File: src/logic/chgsf_pkg.sv
package chgsf_pkg;
	// Register map and fields
	localparam int          REG_AW       = 8;
	localparam int          REG_DW       = 8;
	localparam logic [7:0]  ADDR_FAULT   = 8'h00;
	localparam logic [7:0]  ADDR_FLOAT   = 8'h02;
	localparam logic [7:0]  ADDR_CUR     = 8'h04;
	localparam logic [7:0]  ADDR_SPC     = 8'h05;
	localparam logic [7:0]  ADDR_CEIL    = 8'h06;
	localparam int          FLT_MSB      = 2;
	localparam int          PH_MSB       = 5;
	localparam int          PH_LSB       = 4;
	localparam int          FLOAT_MSB    = 7;
	localparam int          FLOAT_LSB    = 2;
	localparam int          CUR_MSB      = 6;
	localparam int          CUR_LSB      = 4;
	localparam int          HOLD_BIT     = 4;
	localparam int          HTHR_MSB     = 2;
	localparam int          ICEIL_MSB    = 6;
	localparam int          ICEIL_LSB    = 4;
	localparam int          VCEIL_MSB    = 3;
	localparam logic [7:0]  CEIL_MASK    = 8'h7F;
	localparam logic [7:0]  CEIL_RST     = 8'h00;
	localparam logic [5:0]  FLOAT_RST    = 6'h00;
	localparam logic [2:0]  CUR_RST      = 3'h0;
	localparam logic [2:0]  HTHR_RST     = 3'h0;
	localparam logic [5:0]  FLOAT_BASE   = 6'h23;
	localparam logic [2:0]  CUR_FOLD     = 3'h0;
	// Fault codes and charge phase
	localparam logic [2:0]  FLT_NONE     = 3'h0;
	localparam logic [2:0]  FLT_OVP      = 3'h1;
	localparam logic [2:0]  FLT_SLEEP    = 3'h2;
	localparam logic [2:0]  FLT_UV       = 3'h3;
	localparam logic [2:0]  FLT_SHUT     = 3'h5;
	localparam logic [1:0]  PH_IDLE      = 2'h0;
	localparam logic [1:0]  PH_CHG       = 2'h1;
	localparam logic [1:0]  PH_FAULT     = 2'h3;
	// Timing
	localparam longint      CLK_HZ       = 10_000_000;
	localparam longint      VALID_MS     = 30;
	localparam longint      RETRY_MS     = 2000;
	localparam longint      PULSE_US     = 128;
	localparam int          VALID_CYC    = int'((VALID_MS * CLK_HZ + 999) / 1000);
	localparam int          RETRY_CYC    = int'((RETRY_MS * CLK_HZ + 999) / 1000);
	localparam int          PULSE_CYC_I  = int'((PULSE_US * CLK_HZ + 999_999) / 1_000_000);
	localparam int          TMR_W        = 25;
	localparam int          PCNT_W       = 11;
	localparam logic [10:0] PULSE_CYC    = PCNT_W'(PULSE_CYC_I);
	localparam int          NCMP         = 8;

	typedef enum logic [2:0] {ST_VALID, ST_CHARGE, ST_HOT, ST_UV, ST_OVP, ST_SLEEP} chgsf_state_e;
endpackage

File: src/logic/chgsf_cmp_if.sv
`timescale 1ns/1ps
interface chgsf_cmp_if;
	logic hold;
	logic bat_ok;
	logic fold;
	logic shut;
	logic slp;
	logic vmin;
	logic ovp;
	logic ovp_clr;
	modport src (output hold, bat_ok, fold, shut, slp, vmin, ovp, ovp_clr);
	modport dst (input hold, bat_ok, fold, shut, slp, vmin, ovp, ovp_clr);
endinterface // chgsf_cmp_if

File: src/logic/chgsf_sync.sv
`timescale 1ns/1ps
module chgsf_sync (
	input  wire logic                     clk_in,
	input  wire logic                     nrst_in,
	input  wire logic                     ce_in,
	input  wire logic [chgsf_pkg::NCMP-1:0] raw_in,
	chgsf_cmp_if.src                      cmp
);
	import chgsf_pkg::*;
	logic [NCMP-1:0] s1_ff;
	logic [NCMP-1:0] s2_ff;

	always_ff @(posedge clk_in or negedge nrst_in) begin
		if (!nrst_in) begin
			s1_ff <= '0;
			s2_ff <= '0;
		end else if (ce_in) begin
			s1_ff <= raw_in;
			s2_ff <= s1_ff;
		end
	end

	assign {cmp.hold, cmp.bat_ok, cmp.fold, cmp.shut, cmp.slp, cmp.vmin, cmp.ovp, cmp.ovp_clr} = s2_ff;
endmodule // chgsf_sync

File: src/logic/chgsf_timer.sv
`timescale 1ns/1ps
module chgsf_timer (
	input  wire logic                       clk_in,
	input  wire logic                       nrst_in,
	input  wire logic                       ce_in,
	input  wire logic                       run_in,
	input  wire logic [chgsf_pkg::TMR_W-1:0] limit_in,
	output logic                            done_out
);
	import chgsf_pkg::*;
	logic [TMR_W-1:0] cnt_ff;

	// Dropping run clears the count, so any break restarts the full interval
	always_ff @(posedge clk_in or negedge nrst_in) begin
		if (!nrst_in) begin
			cnt_ff   <= '0;
			done_out <= 1'b0;
		end else if (ce_in) begin
			if (!run_in) begin
				cnt_ff   <= '0;
				done_out <= 1'b0;
			end else if (!done_out) begin
				cnt_ff   <= cnt_ff + 1'b1;
				done_out <= (cnt_ff == limit_in - 1'b1);
			end
		end
	end
endmodule // chgsf_timer

File: src/logic/chgsf_top.sv
// Behaviour
// - Report hold-loop limiting in special register bit4
// - Three-bit hold threshold select in bits 2:0
// - Battery above short loads ceiling default
// - Other register write locks ceiling until short
// - Clamp float and current writes to ceiling
// - Ceiling holds current and voltage limits
// - Voltage limit is base code plus ceiling
// - Foldback forces lowest current code
// - Thermal shutdown suspends, fault 101, pulse
// - Suspend freezes timers, resumes when cool
// - Low input above minimum enters sleep
// - Input undervoltage ends charge, fault 011
// - Retry after interval once input recovers
// - Overvoltage opens switch, fault 001, pulse
// - Overvoltage clears on hysteresis, then revalidates
// - Fault code readable in register zero
// - Input must stay valid before charging
`timescale 1ns/1ps
module chgsf_top #(
	parameter int VALID_CYCLES = chgsf_pkg::VALID_CYC,
	parameter int RETRY_CYCLES = chgsf_pkg::RETRY_CYC
) (
	input  wire logic                        SYS_CLK_IN,
	input  wire logic                        NRST_IN,
	input  wire logic                        CE_IN,
	input  wire logic [chgsf_pkg::REG_AW-1:0] REG_ADDR_IN,
	input  wire logic [chgsf_pkg::REG_DW-1:0] REG_WDATA_IN,
	input  wire logic                        REG_WR_IN,
	input  wire logic                        REG_RD_IN,
	input  wire logic                        HOLD_LOOP_IN,
	input  wire logic                        BAT_ABOVE_SHORT_IN,
	input  wire logic                        TEMP_FOLD_IN,
	input  wire logic                        TEMP_SHUT_IN,
	input  wire logic                        VBUS_BELOW_SLEEP_IN,
	input  wire logic                        VBUS_ABOVE_MIN_IN,
	input  wire logic                        INPUT_OVERVOLTAGE_THRESHOLD_IN,
	input  wire logic                        INPUT_OVERVOLTAGE_THRESHOLD_CLR_IN,
	output logic [chgsf_pkg::REG_DW-1:0]     REG_RDATA_OUT,
	output logic                             CHARGE_EN_OUT,
	output logic                             INPUT_SWITCH_ON_OUT,
	output logic                             SLEEP_OUT,
	output logic                             TIMER_FREEZE_OUT,
	output logic                             COND_PULSE_OUT,
	output logic [1:0]                       CHG_PHASE_OUT,
	output logic [2:0]                       FAULT_CODE_OUT,
	output logic [2:0]                       CHG_CURRENT_CODE_OUT,
	output logic [5:0]                       FLOAT_VOLTAGE_CODE_OUT,
	output logic [2:0]                       INPUT_HOLD_THRESHOLD_OUT
);
	import chgsf_pkg::*;

	chgsf_cmp_if      cmp ();
	chgsf_state_e     state_ff;
	chgsf_state_e     nxt_state;
	logic [2:0]       fault_ff;
	logic [2:0]       nxt_fault;
	logic [1:0]       phase_ff;
	logic [1:0]       nxt_phase;
	logic             fire;
	logic [PCNT_W-1:0] pcnt_ff;
	logic             bat_prev_ff;
	logic             lock_ff;
	logic [7:0]       ceil_ff;
	logic [5:0]       float_ff;
	logic [2:0]       cur_ff;
	logic [2:0]       hthr_ff;
	logic [5:0]       vmax;
	logic [2:0]       imax;
	logic [5:0]       wfloat;
	logic [2:0]       wcur;
	logic             bat_rise;
	logic             wr_ceil;
	logic             wr_other;
	logic             sleep_cond;
	logic             freeze;
	logic             vtmr_run;
	logic             vtmr_done;
	logic             rtmr_run;
	logic             rtmr_done;

	// ----------------------------------------------------------------
	// Comparator synchronisers and timers
	// ----------------------------------------------------------------
	chgsf_sync u_sync (
		.clk_in  (SYS_CLK_IN),
		.nrst_in (NRST_IN),
		.ce_in   (CE_IN),
		.raw_in  ({HOLD_LOOP_IN, BAT_ABOVE_SHORT_IN, TEMP_FOLD_IN, TEMP_SHUT_IN,
		           VBUS_BELOW_SLEEP_IN, VBUS_ABOVE_MIN_IN, INPUT_OVERVOLTAGE_THRESHOLD_IN, INPUT_OVERVOLTAGE_THRESHOLD_CLR_IN}),
		.cmp     (cmp)
	);

	assign freeze   = (state_ff == ST_HOT);
	assign vtmr_run = (state_ff == ST_VALID) && cmp.vmin && !cmp.ovp && !freeze;
	assign rtmr_run = (state_ff == ST_UV) && !freeze;

	chgsf_timer u_valid_tmr (
		.clk_in   (SYS_CLK_IN),
		.nrst_in  (NRST_IN),
		.ce_in    (CE_IN),
		.run_in   (vtmr_run),
		.limit_in (TMR_W'(VALID_CYCLES)),
		.done_out (vtmr_done)
	);

	chgsf_timer u_retry_tmr (
		.clk_in   (SYS_CLK_IN),
		.nrst_in  (NRST_IN),
		.ce_in    (CE_IN),
		.run_in   (rtmr_run),
		.limit_in (TMR_W'(RETRY_CYCLES)),
		.done_out (rtmr_done)
	);

	// ----------------------------------------------------------------
	// Ceiling register and clamped settings
	// ----------------------------------------------------------------
	assign bat_rise = cmp.bat_ok && !bat_prev_ff;
	assign wr_ceil  = REG_WR_IN && (REG_ADDR_IN == ADDR_CEIL);
	assign wr_other = REG_WR_IN && (REG_ADDR_IN != ADDR_CEIL);
	assign vmax     = FLOAT_BASE + {2'b00, ceil_ff[VCEIL_MSB:0]};
	assign imax     = ceil_ff[ICEIL_MSB:ICEIL_LSB];
	assign wfloat   = REG_WDATA_IN[FLOAT_MSB:FLOAT_LSB];
	assign wcur     = REG_WDATA_IN[CUR_MSB:CUR_LSB];

	always_ff @(posedge SYS_CLK_IN or negedge NRST_IN) begin
		if (!NRST_IN) begin
			bat_prev_ff <= 1'b0;
			lock_ff     <= 1'b0;
		end else if (CE_IN) begin
			bat_prev_ff <= cmp.bat_ok;
			if (!cmp.bat_ok) begin
				lock_ff <= 1'b0;
			end else if (wr_other) begin
				lock_ff <= 1'b1;
			end
		end
	end

	// A write racing the battery rise is lost; the default must land first
	always_ff @(posedge SYS_CLK_IN or negedge NRST_IN) begin
		if (!NRST_IN) begin
			ceil_ff <= CEIL_RST;
		end else if (CE_IN) begin
			if (bat_rise) begin
				ceil_ff <= CEIL_RST;
			end else if (wr_ceil && !lock_ff && cmp.bat_ok) begin
				ceil_ff <= REG_WDATA_IN & CEIL_MASK;
			end
		end
	end

	always_ff @(posedge SYS_CLK_IN or negedge NRST_IN) begin
		if (!NRST_IN) begin
			float_ff <= FLOAT_RST;
			cur_ff   <= CUR_RST;
			hthr_ff  <= HTHR_RST;
		end else if (CE_IN && REG_WR_IN) begin
			if (REG_ADDR_IN == ADDR_FLOAT) begin
				float_ff <= (wfloat > vmax) ? vmax : wfloat;
			end
			if (REG_ADDR_IN == ADDR_CUR) begin
				cur_ff <= (wcur > imax) ? imax : wcur;
			end
			if (REG_ADDR_IN == ADDR_SPC) begin
				hthr_ff <= REG_WDATA_IN[HTHR_MSB:0];
			end
		end
	end

	// ----------------------------------------------------------------
	// Register read port
	// ----------------------------------------------------------------
	always_ff @(posedge SYS_CLK_IN or negedge NRST_IN) begin
		if (!NRST_IN) begin
			REG_RDATA_OUT <= '0;
		end else if (CE_IN && REG_RD_IN) begin
			REG_RDATA_OUT <= '0;
			case (REG_ADDR_IN)
				ADDR_FAULT: begin
					REG_RDATA_OUT[FLT_MSB:0]     <= fault_ff;
					REG_RDATA_OUT[PH_MSB:PH_LSB] <= phase_ff;
				end
				ADDR_FLOAT: REG_RDATA_OUT[FLOAT_MSB:FLOAT_LSB] <= float_ff;
				ADDR_CUR:   REG_RDATA_OUT[CUR_MSB:CUR_LSB]     <= cur_ff;
				ADDR_SPC: begin
					REG_RDATA_OUT[HOLD_BIT]   <= cmp.hold;
					REG_RDATA_OUT[HTHR_MSB:0] <= hthr_ff;
				end
				ADDR_CEIL:  REG_RDATA_OUT <= ceil_ff;
				default:    REG_RDATA_OUT <= '0;
			endcase
		end
	end

	// ----------------------------------------------------------------
	// Fault sequencer
	// ----------------------------------------------------------------
	assign sleep_cond = cmp.slp && cmp.vmin;

	always_comb begin
		nxt_state = state_ff;
		nxt_fault = fault_ff;
		nxt_phase = phase_ff;
		fire      = 1'b0;
		case (state_ff)
			ST_VALID: begin
				if (sleep_cond) begin
					nxt_state = ST_SLEEP;
					nxt_fault = FLT_SLEEP;
				end else if (vtmr_done) begin
					nxt_state = ST_CHARGE;
					nxt_fault = FLT_NONE;
					nxt_phase = PH_CHG;
				end
			end
			ST_CHARGE: begin
				if (cmp.shut) begin
					nxt_state = ST_HOT;
					nxt_fault = FLT_SHUT;
					fire      = 1'b1;
				end else if (!cmp.vmin) begin
					nxt_state = ST_UV;
					nxt_fault = FLT_UV;
					nxt_phase = PH_FAULT;
					fire      = 1'b1;
				end else if (sleep_cond) begin
					nxt_state = ST_SLEEP;
					nxt_fault = FLT_SLEEP;
					nxt_phase = PH_IDLE;
				end
			end
			ST_HOT: begin
				// Everything else holds, so charging picks up where it stopped
				if (!cmp.shut) begin
					nxt_state = ST_CHARGE;
					nxt_fault = FLT_NONE;
				end
			end
			ST_UV: begin
				if (rtmr_done && cmp.vmin) begin
					nxt_state = ST_VALID;
					nxt_phase = PH_IDLE;
				end
			end
			ST_OVP: begin
				if (cmp.ovp_clr && !cmp.ovp) begin
					nxt_state = ST_VALID;
					nxt_fault = FLT_NONE;
					nxt_phase = PH_IDLE;
				end
			end
			ST_SLEEP: begin
				if (!sleep_cond) begin
					nxt_state = ST_VALID;
					nxt_fault = FLT_NONE;
				end
			end
			default: nxt_state = ST_VALID;
		endcase
		// Overvoltage outranks every other condition, even thermal suspend
		if (cmp.ovp && (state_ff != ST_OVP)) begin
			nxt_state = ST_OVP;
			nxt_fault = FLT_OVP;
			nxt_phase = PH_FAULT;
			fire      = 1'b1;
		end
	end

	always_ff @(posedge SYS_CLK_IN or negedge NRST_IN) begin
		if (!NRST_IN) begin
			state_ff <= ST_VALID;
			fault_ff <= FLT_NONE;
			phase_ff <= PH_IDLE;
		end else if (CE_IN) begin
			state_ff <= nxt_state;
			fault_ff <= nxt_fault;
			phase_ff <= nxt_phase;
		end
	end

	always_ff @(posedge SYS_CLK_IN or negedge NRST_IN) begin
		if (!NRST_IN) begin
			pcnt_ff        <= '0;
			COND_PULSE_OUT <= 1'b0;
		end else if (CE_IN) begin
			if (fire) begin
				pcnt_ff        <= PULSE_CYC - 1'b1;
				COND_PULSE_OUT <= 1'b1;
			end else if (pcnt_ff != '0) begin
				pcnt_ff <= pcnt_ff - 1'b1;
			end else begin
				COND_PULSE_OUT <= 1'b0;
			end
		end
	end

	// ----------------------------------------------------------------
	// Registered outputs
	// ----------------------------------------------------------------
	always_ff @(posedge SYS_CLK_IN or negedge NRST_IN) begin
		if (!NRST_IN) begin
			CHARGE_EN_OUT            <= 1'b0;
			INPUT_SWITCH_ON_OUT      <= 1'b0;
			SLEEP_OUT                <= 1'b0;
			TIMER_FREEZE_OUT         <= 1'b0;
			CHG_PHASE_OUT            <= PH_IDLE;
			FAULT_CODE_OUT           <= FLT_NONE;
			CHG_CURRENT_CODE_OUT     <= CUR_RST;
			FLOAT_VOLTAGE_CODE_OUT   <= FLOAT_RST;
			INPUT_HOLD_THRESHOLD_OUT <= HTHR_RST;
		end else if (CE_IN) begin
			CHARGE_EN_OUT            <= (nxt_state == ST_CHARGE);
			INPUT_SWITCH_ON_OUT      <= (nxt_state != ST_OVP);
			SLEEP_OUT                <= (nxt_state == ST_SLEEP);
			TIMER_FREEZE_OUT         <= (nxt_state == ST_HOT);
			CHG_PHASE_OUT            <= nxt_phase;
			FAULT_CODE_OUT           <= nxt_fault;
			CHG_CURRENT_CODE_OUT     <= cmp.fold ? CUR_FOLD : cur_ff;
			FLOAT_VOLTAGE_CODE_OUT   <= float_ff;
			INPUT_HOLD_THRESHOLD_OUT <= hthr_ff;
		end
	end
endmodule // chgsf_top

File: config.mk
export PLATFORM = sky130hd
export DESIGN_NAME = chgsf_top
export DESIGN_NICKNAME = d
export VERILOG_FILES = /design/src/logic/chgsf_pkg.sv /design/src/logic/chgsf_cmp_if.sv /design/src/logic/chgsf_sync.sv /design/src/logic/chgsf_timer.sv /design/src/logic/chgsf_top.sv
export SDC_FILE = /design/constraint.sdc
export NUM_CORES = 1
export LEC_CHECK = 0
export ABC_AREA = 0
export ABC_CLOCK_PERIOD_IN_PS = 4900
export CAP_MARGIN = 20
export CORE_ASPECT_RATIO = 0.75
export CORE_UTILIZATION = 40
export DETAILED_ROUTE_END_ITERATION = 10
export DONT_BUFFER_PORTS = 1
export HOLD_SLACK_MARGIN = 0.05
export PLACE_DENSITY = 0.56
export SYNTH_ARGS = -nofsm -noshare
export SYNTH_HDL_FRONTEND = slang
export SYNTH_SLANG_ARGS = --single-unit
export TNS_END_PERCENT = 20
File: constraint.sdc
create_clock -name SYS_CLK_IN -period 4.9 [get_ports SYS_CLK_IN]
set_input_delay 0.735 -clock SYS_CLK_IN [delete_from_list [all_inputs] [get_ports SYS_CLK_IN]]
set_output_delay 0.735 -clock SYS_CLK_IN [all_outputs]
set_load 0.02 [all_outputs]
==> qor_table.md, run 1 <==
| Metric | This run | Unit |
| --- | --- | --- |
| Run status | finished clean | - |
| Minimum setup slack in the final design | 2480 | ps |
| Worst Path Required | 5210 | ps |
| Power per standard cell area | 403 | nW/um^2 |
| Synthesized area divided by synthesized cell count | 9.78 | um^2 |
| Critical path's top delay family | adder cells | - |
| Predominant post-synthesis flop cell | dfrtp_1 | - |
| Buffer depth of the longest clock path | 2 | - |
| Effective utilization at floorplan | 41.4 | % |
| RSZ-0062 raised after global routing | no | - |
| Resize count post-CTS | 0 | - |
| Netlist area before placement | 7020 | um^2 |
| Max-capacitance violation count | 0 | - |
| Chip Height | 117 | um |
| DR vias/cell | 5.58 | - |
| Number of top-level pins | 59 | - |
| Asr flop ratio synth | 100 | % |
| Count of endpoints failing setup in the final report | 0 | - |
| Buffers and inverters on the worst path | 1 | - |
| Peak supply drop | 0.197 | mV |
| Overall routed net length | 16.1 | mm |
| Slowest CP cell | dfrtp_1 | - |
| Worst Tran Pin Value | 838 | ps |
| CTS H-Tree Depth | 4 | - |
| Cell count after synthesis | 718 | - |
| Upper clock frequency limit | 413 | MHz |
| Slew Limit Fails | 0 | - |
| Net total in the final layout | 750 | - |
| Portion of total power attributed to combinational logic | 13.1 | % |
| Setup slack at placement | 2510 | ps |
| Cells along the critical path | inv_1 > ha_1 > nand3b_1 > ha_1 > nand3_1 > o21bai_1 > a31oi_2 > mux2i_1 > mux2_2 | - |
| DR pass1 iterations | 5 | - |
| Diodes inserted | 0 | - |
| Area occupied by multi-input gates | 3420 | um^2 |
| Final estimated routing congestion in global placement | 0.876 | - |
| Number of unique standard cell types used by synthesis | 73 | - |
| Clock group share of total power | 44.1 | % |
| Number of buffers created by CTS | 17 | - |
| Sequential share of the synthesized area | 47.4 | % |
| Via total after detailed routing | 5343 | - |
| Layout filler cell count | 1589 | - |
| Gr ovfl total | 0 | - |
| Area of the placeable core | 17000 | um^2 |
| Wire length of the first global-routing pass | 26.7 | mm |
| Sequential power share | 42.8 | % |
| Kind of critical path | register to register | - |
| Worst hold path class | primary input to asynchronous set/reset pin | - |
| Overall routing resource usage | 19.0 | % |
| Clock period minus final worst setup slack | 2420 | ps |
| Hpwl dp | 11.1 | mm |
| Post-route ant nets | 0 | - |
| Root buffer selected by CTS | clkbuf_16 | - |
| Switching Share | 28.1 | % |
| TritonCTS sink count | 133 | - |
| CTS Hold Bufs | 1 | - |
| Clock slew seen by the registers of the worst setup and hold paths | 60 | ps |
| Cell internal pwr | 2280 | uW |
| Most Frequent Cell on Critical Path | ha_1 | - |
| Worst Path Max Fanout | 5 | - |
| Number of DRC violations after detailed routing | 0 | - |
| Tcrit/Tclk final | 49.4 | % |
| Share of layout cells above drive strength 1 | 12.6 | % |
| Clk Latency, worst-skew pair | 420 | ps |
| Warnings, synthesis | 0 | - |
| Via count of the first global-routing pass | 5115 | - |
| Leakage power total | 0.00322 | uW |
| Number of antenna violations at the first check in global routing | 0 | - |
| Sw Pwr | 890 | uW |
| CP endpoint kind | register | - |
| FF+latch count, synth | 133 | - |
| Routed wirelength normalized by instance count | 16.8 | um |
| CTS tree | yes | - |
| Die Outline Area | 18100 | um^2 |
| Maximum number of pins on one net before global-route repair | 134 | - |
| Placement Rows | 41 | - |
| Mapped Nets | 759 | - |
| Final-report hold violation count | 0 | - |
| Chip Width | 155 | um |
| Relative slew slack | 43.6 | % |
| Setup Total Neg Slack | 0 | ps |
| Number of enable-type register cells in the synthesized netlist | 0 | - |
| Kind of start point of the critical path | register | - |
| Post-CTS setup repair buffer count | 0 | - |
| Number of DRC markers after the initial detailed-route iteration | 358 | - |
| Worst path max stage delay | 400 | ps |
| Critical Path AT | 2730 | ps |
| Area taken by flip-flops and latches | 3330 | um^2 |
| Quantity of I/O buffers inserted on ports | 0 | - |
| Layout overhead on the synthesized area | 12.0 | % |
| Post-route clock skew | 8.79 | ps |
[Yosys cell counts, drive strengths merged (18+ instances only)]
cell type | count | share of area [%]
dfrtp | 133 | 47
nand2 | 72 | 3.8
nor2 | 62 | 3.3
o21ai | 54 | 3.8
mux2 | 37 | 5.9
a21oi | 35 | 2.5
inv | 33 | 1.8
nand3 | 28 | 2.0
nor4 | 22 | 2.5
xor2 | 20 | 2.5
xnor2 | 19 | 2.4
nor3 | 18 | 1.4
[kinds of logic (layout without fill, tap and decap cells)]
logic type | after synthesis | after routing | synth area share (%)
AO/OA/AOI/OAI | 133 | 133 | 11.9
XOR/XNOR | 39 | 39 | 4.86
adder cells (fa/ha/maj) | 12 | 12 | 2.14
buffers and inverters | 65 | 69 | 3.88
flip-flops | 133 | 133 | 47.4
multiplexers | 52 | 52 | 8.25
AND/OR/NAND/NOR | 284 | 284 | 21.6
[registers in the layout, summed over array words and instances, names as in the netlist, 7 cells and up]
| name | cells |
|---|---|
| u_sync.s1_ff | 8 |
| u_sync.s2_ff | 8 |
| pcnt_ff | 11 |
| REG_RDATA_OUT | 8 |
| ceil_ff | 7 |
| u_valid_tmr.cnt_ff | 25 |
| u_retry_tmr.cnt_ff | 25 |
[layout make-up]
class	instances	share of cell area (%)
timing repair buffer	3	0.541
clock inverter	13	2.59
clock buffer	19	5.63
tap	236	3.75
sequential	133	42.3
multi-input combinational	520	43.5
inverter	34	1.62
[metrics by stage]
step	power (uW)	instance area [um^2]	util (%)	cells	hold WS [ps]
after floorplan	1670	7020	-	718	439
after global placement	1750	7190	42.3	925	443
after detailed placement	1760	7190	42.3	925	444
after CTS	3190	7860	46.3	958	322
after global routing	3310	7860	46.3	958	325
final	3170	7860	46.3	958	268
[power groups by stage]
stage / clock network, uW / logic, uW / registers, uW
3_5_place_dp: 0 / 388 / 1370
2_1_floorplan: 0 / 377 / 1290
3_3_place_gp: 0 / 380 / 1370
6_report: 1400 / 414 / 1360
4_1_cts: 1430 / 414 / 1350
5_1_grt: 1480 / 461 / 1370
[per-layer routing]
metal  track usage, %  wire (um)
met3             6.12       1000
met4             6.20        184
met2             26.5       6610
met1             27.7       8270
met5                0          0
[worst register-to-register path, delay by kind of cell, from the launching register on]
| family | cells | cell delay (ps) |
|---|---|---|
| AOI/OAI and AO/OA | 2 | 520 |
| adders and majority gates | 2 | 570 |
| buffers and inverters | 1 | 100 |
| DFF | 1 | 400 |
| muxes | 2 | 430 |
| and+or+nand+nor | 2 | 290 |
[final timing paths]
kind	startpoint	to	slack [ps]	depth (start not counted)
max in group asynchronous	NRST_IN	u_retry_tmr.cnt_ff[19]	4120	1
worst max-delay path	ceil_ff[0]	float_ff[4]	2480	9
worst min register to register	pcnt_ff[0]	pcnt_ff[0]	480	1
min in group SYS_CLK_IN	REG_ADDR_IN[0]	REG_RDATA_OUT[6]	420	1
worst max register to register	ceil_ff[0]	float_ff[4]	2480	9
worst min-delay path	NRST_IN	pcnt_ff[2]	270	1
[cells in the final DEF (no fill, tap or decap), drive strengths merged, types with 10 or more instances in the layout]
| master | synthesis | routed |
|---|---|---|
| nand4 | 14 | 14 |
| a21oi | 35 | 35 |
| xor2 | 20 | 20 |
| nor4 | 22 | 22 |
| o21ai | 54 | 54 |
| ha | 12 | 12 |
| nand2 | 72 | 72 |
| nor2 | 62 | 62 |
| inv | 33 | 34 |
| nand3 | 28 | 28 |
| nor3 | 18 | 18 |
| mux2i | 14 | 14 |
| clkbuf | 14 | 19 |
| or3 | 10 | 10 |
| dfrtp | 133 | 133 |
| xnor2 | 19 | 19 |
| mux2 | 37 | 37 |
No activity file was read; power rests on OpenSTA's default activity.
==> run 2, diff against run 1 <==
--- a/config.mk
+++ b/config.mk
@@ -6,7 +6,7 @@
 export NUM_CORES = 1
 export LEC_CHECK = 0
 export ABC_AREA = 0
-export ABC_CLOCK_PERIOD_IN_PS = 4900
+export ABC_CLOCK_PERIOD_IN_PS = 2400
 export CAP_MARGIN = 20
 export CORE_ASPECT_RATIO = 0.75
 export CORE_UTILIZATION = 40
==> constraint.sdc (replaced) <==
create_clock -name SYS_CLK_IN -period 2.4 [get_ports SYS_CLK_IN]
set_input_delay 0.36 -clock SYS_CLK_IN [delete_from_list [all_inputs] [get_ports SYS_CLK_IN]]
set_output_delay 0.36 -clock SYS_CLK_IN [all_outputs]
set_load 0.02 [all_outputs]
==> qor_table.md, run 2 (synthesis gave the netlist of run 1 again) <==
| Metric | This run | Unit | Change |
| --- | --- | --- | --- |
| Chip Height | 117 | um | unchanged |
| Effective utilization at floorplan | 41.4 | % | unchanged |
| Gr ovfl total | 0 | - | unchanged |
| Sw Pwr | 1790 | uW | +100% |
| Maximum number of pins on one net before global-route repair | 134 | - | unchanged |
| Number of DRC violations after detailed routing | 0 | - | unchanged |
| Worst Path Required | 2710 | ps | -2500 ps |
| TritonCTS sink count | 133 | - | unchanged |
| Layout overhead on the synthesized area | 13.3 | % |  |
| Worst path max stage delay | 400 | ps | about the same |
| Critical Path AT | 2610 | ps | -120 ps |
| Net total in the final layout | 764 | - | +1.9% |
| Number of top-level pins | 59 | - | unchanged |
| Top library cells by usage in the layout, fill and taps aside | 133 x dfrtp_1, 72 x nand2_1, 62 x nor2_1 | - |  |
| Hold WS | -365 | ps | -633 ps |
| Overall routed net length | 16.6 | mm | +3.3% |
| CP endpoint kind | register | - |  |
| Diodes inserted | 0 | - | unchanged |
| CTS tree | yes | - |  |
| DR vias/cell | 5.57 | - | -0.12% |
| Worst hold path class | primary input to asynchronous set/reset pin | - |  |
| Area of the placeable core | 17000 | um^2 | unchanged |
| Final Non-Filler Cells | 971 | - | +1.4% |
| Worst Path Max Fanout | 5 | - | unchanged |
| Die Outline Area | 18100 | um^2 | unchanged |
| Switching Share | 28.1 | % | about the same |
| Wire length of the first global-routing pass | 27.9 | mm | +4.7% |
| Run status | finished, violations left | - |  |
| Via count of the first global-routing pass | 5419 | - | +5.9% |
| Number of buffers created by CTS | 17 | - | unchanged |
| Final core occ | 46.9 | % | +0.57 points |
| Count of endpoints failing setup in the final report | 0 | - | unchanged |
| Share of layout cells above drive strength 1 | 14.3 | % | +1.7 points |
| Via total after detailed routing | 5409 | - | +1.2% |
| Cells along the critical path | inv_2 > ha_2 > nand3b_1 > ha_4 > nand3_1 > o21bai_2 > a31oi_4 > mux2i_1 > mux2_2 | - |  |
| CTS H-Tree Depth | 4 | - | unchanged |
| Slew Limit Fails | 0 | - | unchanged |
| Slowest CP cell | dfrtp_1 | - |  |
| Largest registers | u_retry_tmr.cnt_ff (25), u_valid_tmr.cnt_ff (25), pcnt_ff (11) | - |  |
| Placement Rows | 41 | - | unchanged |
| Clock period minus final worst setup slack | 2300 | ps | -119 ps |
| Clock slew seen by the registers of the worst setup and hold paths | 60 | ps | about the same |
| Power per standard cell area | 799 | nW/um^2 | +98% |
| Worst Tran Pin Value | 658 | ps | -180 ps |
| Sequential power share | 43.2 | % | +0.4 points |
| Root buffer selected by CTS | clkbuf_16 | - |  |
| Cell Area, Placed | 7250 | um^2 | +0.84% |
| Leading cell type in the layout, fill and taps excluded | dfrtp_1 | - |  |
| Quantity of I/O buffers inserted on ports | 0 | - | unchanged |
| Clock group share of total power | 43.2 | % | -0.9 points |
| Kind of critical path | register to register | - |  |
| Chip Width | 155 | um | unchanged |
| Cell area after layout | 7960 | um^2 | +1.2% |
| Peak supply drop | 0.326 | mV | +66% |
| Max-capacitance violation count | 0 | - | unchanged |
| Upper clock frequency limit | 435 | MHz | +5.2% |
| Tcrit/Tclk final | 95.9 | % | +46 points |
| Final estimated routing congestion in global placement | 0.868 | - | -0.87% |
| Leakage power total | 0.00326 | uW | +1.2% |
| Post-route clock skew | 11.3 | ps | +2.54 ps |
| Buffer depth of the longest clock path | 2 | - | unchanged |
| Final-report hold violation count | 133 | - | +133 |
| Routed wirelength normalized by instance count | 17.1 | um | +1.9% |
| Overall routing resource usage | 19.9 | % | +0.92 points |
| Number of antenna violations at the first check in global routing | 0 | - | unchanged |
| Kind of start point of the critical path | register | - |  |
| Violated checks | negative hold slack | - |  |
| Hpwl dp | 11.0 | mm | -0.88% |
| Number of DRC markers after the initial detailed-route iteration | 372 | - | +3.9% |
| Relative slew slack | 55.7 | % | +12 points |
| Placed instance count | 933 | - | +0.86% |
| DR pass1 iterations | 4 | - | -1 |
| Post-route ant nets | 0 | - | unchanged |
| Clk Latency, worst-skew pair | 420 | ps | about the same |
| Portion of total power attributed to combinational logic | 13.7 | % | +0.6 points |
| Cell internal pwr | 4580 | uW | +100% |
==> run 2: metal layers <==
metal | global-route usage, % | vias to the layer above | part of all wire [%]
met3 | 5.49 | 15 | 5.0
met1 | 28.2 | 2688 | 51
met2 | 28.9 | 114 | 43
li1 | - | 2592 | -
met5 | 0 | - | 0
met4 | 7.85 | 0 | 1.1
==> run 2: what timing repair did <==
| action | in CTS | in global routing |
|---|---|---|
| hold buffers | 3 | 1 |
| hold endpoints to repair | 139 | 134 |
| endpoints found under the setup margin | 0 | 5 |
| resized for setup | 0 | 5 |
| setup buffers | 0 | 3 |
==> run 2: final cells by class <==
cell class | instances | area, um^2
fillers | 1622 | 9020
clock buffers | 18 | 439
clock inverters | 13 | 181
repair buffers | 17 | 138
multi-input cells | 520 | 3450
inverters | 34 | 128
well taps | 236 | 295
flip-flops and latches | 133 | 3330
==> run 2: power groups by stage <==
stage	Combinational, uW	Sequential, uW	Clock, uW
floorplan	770	2640	0
global placement	830	2780	0
detailed placement	849	2780	0
CTS	861	2750	2820
global route	967	2780	2900
finish	869	2750	2750
==> run 2: per-stage QoR <==
stage | setup TNS, ps | setup WS (ps) | total power, uW | hold WS [ps]
after floorplan | 0 | 263 | 3410 | 64.4
after CTS | 0 | 3.87 | 6420 | -384
after global placement | 0 | 93.3 | 3610 | 68.0
final | 0 | 98.8 | 6360 | -365
after global routing | -50.1 | -15.8 | 6650 | -393
after detailed placement | 0 | 20.4 | 3630 | 68.7
==> run 2: path summary, 6_finish.rpt <==
| check | cells after the start | start | end | slack [ps] |
|---|---|---|---|---|
| setup / recovery | 9 | ceil_ff[0] | float_ff[3] | 100 |
| hold / removal | 0 | NRST_IN | pcnt_ff[0] | -370 |
| setup reg to reg | 9 | ceil_ff[0] | float_ff[3] | 100 |
| hold reg to reg | 1 | pcnt_ff[0] | pcnt_ff[0] | 490 |
| max in group asynchronous | 0 | NRST_IN | u_retry_tmr.cnt_ff[7] | 2560 |
| min in group SYS_CLK_IN | 1 | CE_IN | CHG_CURRENT_CODE_OUT[1] | 90 |
==> run 2: worst max-delay path, delay by kind of cell (launching register included) <==
| kind | cells | cell delay (ps) |
|---|---|---|
| buffers and inverters | 1 | 70 |
| and+or+nand+nor | 2 | 310 |
| adders and majority gates | 2 | 500 |
| AOI/OAI and AO/OA | 2 | 500 |
| DFF | 1 | 400 |
| muxes | 2 | 400 |
==> run 3, diff against run 2 <==
--- a/config.mk
+++ b/config.mk
@@ -14,6 +14,7 @@
 export DONT_BUFFER_PORTS = 1
 export HOLD_SLACK_MARGIN = 0.05
 export PLACE_DENSITY = 0.56
+export REMOVE_ABC_BUFFERS = 1
 export SYNTH_ARGS = -nofsm -noshare
 export SYNTH_HDL_FRONTEND = slang
 export SYNTH_SLANG_ARGS = --single-unit
==> qor_table.md, run 3 (synthesis gave the netlist of run 1 again) <==
| Metric | This run | Unit | Change |
| --- | --- | --- | --- |
| Run status | finished, violations left | - |  |
| Violated checks | negative hold slack | - |  |
| Worst Path Max Fanout | 4 | - | -1 |
| Buffer depth of the longest clock path | 2 | - | unchanged |
| Wire length on met2 | 7.03 | mm | -1.3% |
| Count of endpoints failing setup in the final report | 0 | - | unchanged |
| Tcrit/Tclk final | 95.9 | % | about the same |
| Worst path max stage delay | 360 | ps | -40 ps |
| Minimum setup slack in the final design | 99.0 | ps | +0.207 ps |
| Area of the placeable core | 17000 | um^2 | unchanged |
| Overall routing resource usage | 19.1 | % | -0.85 points |
| Cells along the critical path | inv_1 > ha_1 > nand3b_1 > ha_1 > nand3_1 > o21bai_1 > a31oi_2 > buf_4 > mux2i_1 > mux2_2 | - |  |
| Post-route clock skew | 8.84 | ps | -2.49 ps |
| Diodes inserted | 0 | - | unchanged |
| Via total after detailed routing | 5368 | - | -0.76% |
| Routed wirelength normalized by instance count | 16.6 | um | -2.6% |
| Switching Share | 28.8 | % | +0.74 points |
| Share of layout cells above drive strength 1 | 14.1 | % | -0.17 points |
| Effective utilization at floorplan | 41.4 | % | unchanged |
| Die Outline Area | 18100 | um^2 | unchanged |
| Relative slew slack | 56.5 | % | +0.80 points |
| Via count of the first global-routing pass | 5186 | - | -4.3% |
| Power per standard cell area | 797 | nW/um^2 | -0.34% |
| Kind of critical path | register to register | - |  |
| Hold WS | -370 | ps | -4.47 ps |
| Slowest CP cell | dfrtp_1 | - |  |
| CTS tree | yes | - |  |
| DR vias/cell | 5.52 | - | -0.96% |
| Sequential power share | 42.8 | % | -0.4 points |
| Cell Area, Placed | 7270 | um^2 | +0.31% |
| DR top layer | met4 | - |  |
| Worst hold path class | primary input to asynchronous set/reset pin | - |  |
| DR pass1 iterations | 5 | - | +1 |
| Hpwl dp | 10.9 | mm | -1.3% |
| Clk Latency, worst-skew pair | 420 | ps | about the same |
| Buffers and inverters on the worst path | 2 | - | +1 |
| Top library cells by usage in the layout, fill and taps aside | 133 x dfrtp_1, 72 x nand2_1, 62 x nor2_1 | - |  |
| Number of DRC violations after detailed routing | 0 | - | unchanged |
| Cell internal pwr | 4500 | uW | -1.7% |
| Final-report hold violation count | 133 | - | unchanged |
| Overall routed net length | 16.2 | mm | -2.4% |
| Worst Path Required | 2710 | ps | about the same |
| Sw Pwr | 1820 | uW | +1.9% |
| Wire length of the first global-routing pass | 26.9 | mm | -3.7% |
| Clock group share of total power | 42.8 | % | -0.4 points |
| Kind of start point of the critical path | register | - |  |
| Max-capacitance violation count | 0 | - | unchanged |
| CTS Hold Bufs | 3 | - | unchanged |
| Upper clock frequency limit | 435 | MHz | about the same |
| Chip Width | 155 | um | unchanged |
| Placement Rows | 41 | - | unchanged |
| CP endpoint kind | register | - |  |
| Worst Tran Pin Value | 647 | ps | -11.8 ps |
| Overall Power | 6320 | uW | -0.69% |
| Final estimated routing congestion in global placement | 0.877 | - | +0.98% |
| Number of DRC markers after the initial detailed-route iteration | 356 | - | -4.3% |
| Clock slew seen by the registers of the worst setup and hold paths | 70 | ps | about the same |
| TritonCTS sink count | 133 | - | unchanged |
| Post-route ant nets | 0 | - | unchanged |
| Number of antenna violations at the first check in global routing | 0 | - | unchanged |
| Largest registers | u_retry_tmr.cnt_ff (25), u_valid_tmr.cnt_ff (25), pcnt_ff (11) | - |  |
| Gr ovfl total | 0 | - | unchanged |
| Peak supply drop | 0.462 | mV | +42% |
| CTS H-Tree Depth | 4 | - | unchanged |
| Critical path's top delay family | adder cells | - |  |
| Met3 wire length | 939 | um | +14% |
| Leakage power total | 0.00326 | uW | -0.13% |
| Clock period minus final worst setup slack | 2300 | ps | -0.207 ps |
| Layout overhead on the synthesized area | 12.9 | % |  |
| Number of top-level pins | 59 | - | unchanged |
| Cell area after layout | 7930 | um^2 | -0.35% |
| Portion of total power attributed to combinational logic | 14.4 | % | +0.7 points |
| Critical Path AT | 2610 | ps | about the same |
| Slew Limit Fails | 0 | - | unchanged |
| Maximum number of pins on one net before global-route repair | 134 | - | unchanged |
| Quantity of I/O buffers inserted on ports | 0 | - | unchanged |
| Most Frequent Cell on Critical Path | ha_1 | - |  |
| Met1 WL | 8.11 | mm | -4.3% |
| Leading cell type in the layout, fill and taps excluded | dfrtp_1 | - |  |
| Number of buffers created by CTS | 17 | - | unchanged |
| Root buffer selected by CTS | clkbuf_16 | - |  |
| Setup slack at placement | 44.0 | ps | +23.6 ps |
| Net total in the final layout | 765 | - | +0.13% |
| Chip Height | 117 | um | unchanged |
-- run 3: path summary, 6_finish.rpt --
check | end | startpoint | depth (start not counted) | slack (ps)
setup reg to reg | float_ff[2] | ceil_ff[0] | 10 | 100
hold reg to reg | u_sync.s2_ff[6] | u_sync.s1_ff[6] | 2 | 490
min in group SYS_CLK_IN | u_sync.s2_ff[6] | CE_IN | 2 | 80
setup / recovery | float_ff[2] | ceil_ff[0] | 10 | 100
max in group asynchronous | state_ff[0] | NRST_IN | 0 | 2520
hold / removal | u_valid_tmr.cnt_ff[4] | NRST_IN | 0 | -370
-- run 3: through the flow --
stage / instances / setup TNS, ps / utilization [%]
final: 973 / 0 / 46.7
after global routing: 973 / -22.1 / 46.7
after CTS: 971 / 0 / 46.6
after detailed placement: 936 / 0 / 42.8
after global placement: 936 / 0 / 42.8
after floorplan: 687 / 0 / -
-- run 3: what timing repair did --
item                                    CTS  global route
buffers inserted                          0             2
endpoints found under the setup margin    0             5
gates resized for setup                   0             1
hold endpoints to repair                143           133
-- run 3: per-layer routing --
layer	track usage, %	up-vias
li1	-	2609
met1	26.8	2637
met2	27.8	110
met3	6.35	12
met4	5.81	0
met5	0	-
-- run 3: cell type report --
type / count / area [um^2]
clock buffer: 18 / 439
clock inverter: 14 / 176
fill: 1600 / 9050
inverter: 34 / 128
multi-input combinational: 520 / 3420
sequential: 133 / 3330
tap: 236 / 295
timing repair buffer: 18 / 143
-- run 3: power groups by stage --
stage / Combinational [uW] / Clock (uW) / Sequential, uW
final: 910 / 2710 / 2700
after global routing: 1010 / 2860 / 2730
after CTS: 906 / 2760 / 2700
after detailed placement: 892 / 0 / 2740
after global placement: 870 / 0 / 2740
after floorplan: 636 / 0 / 2710
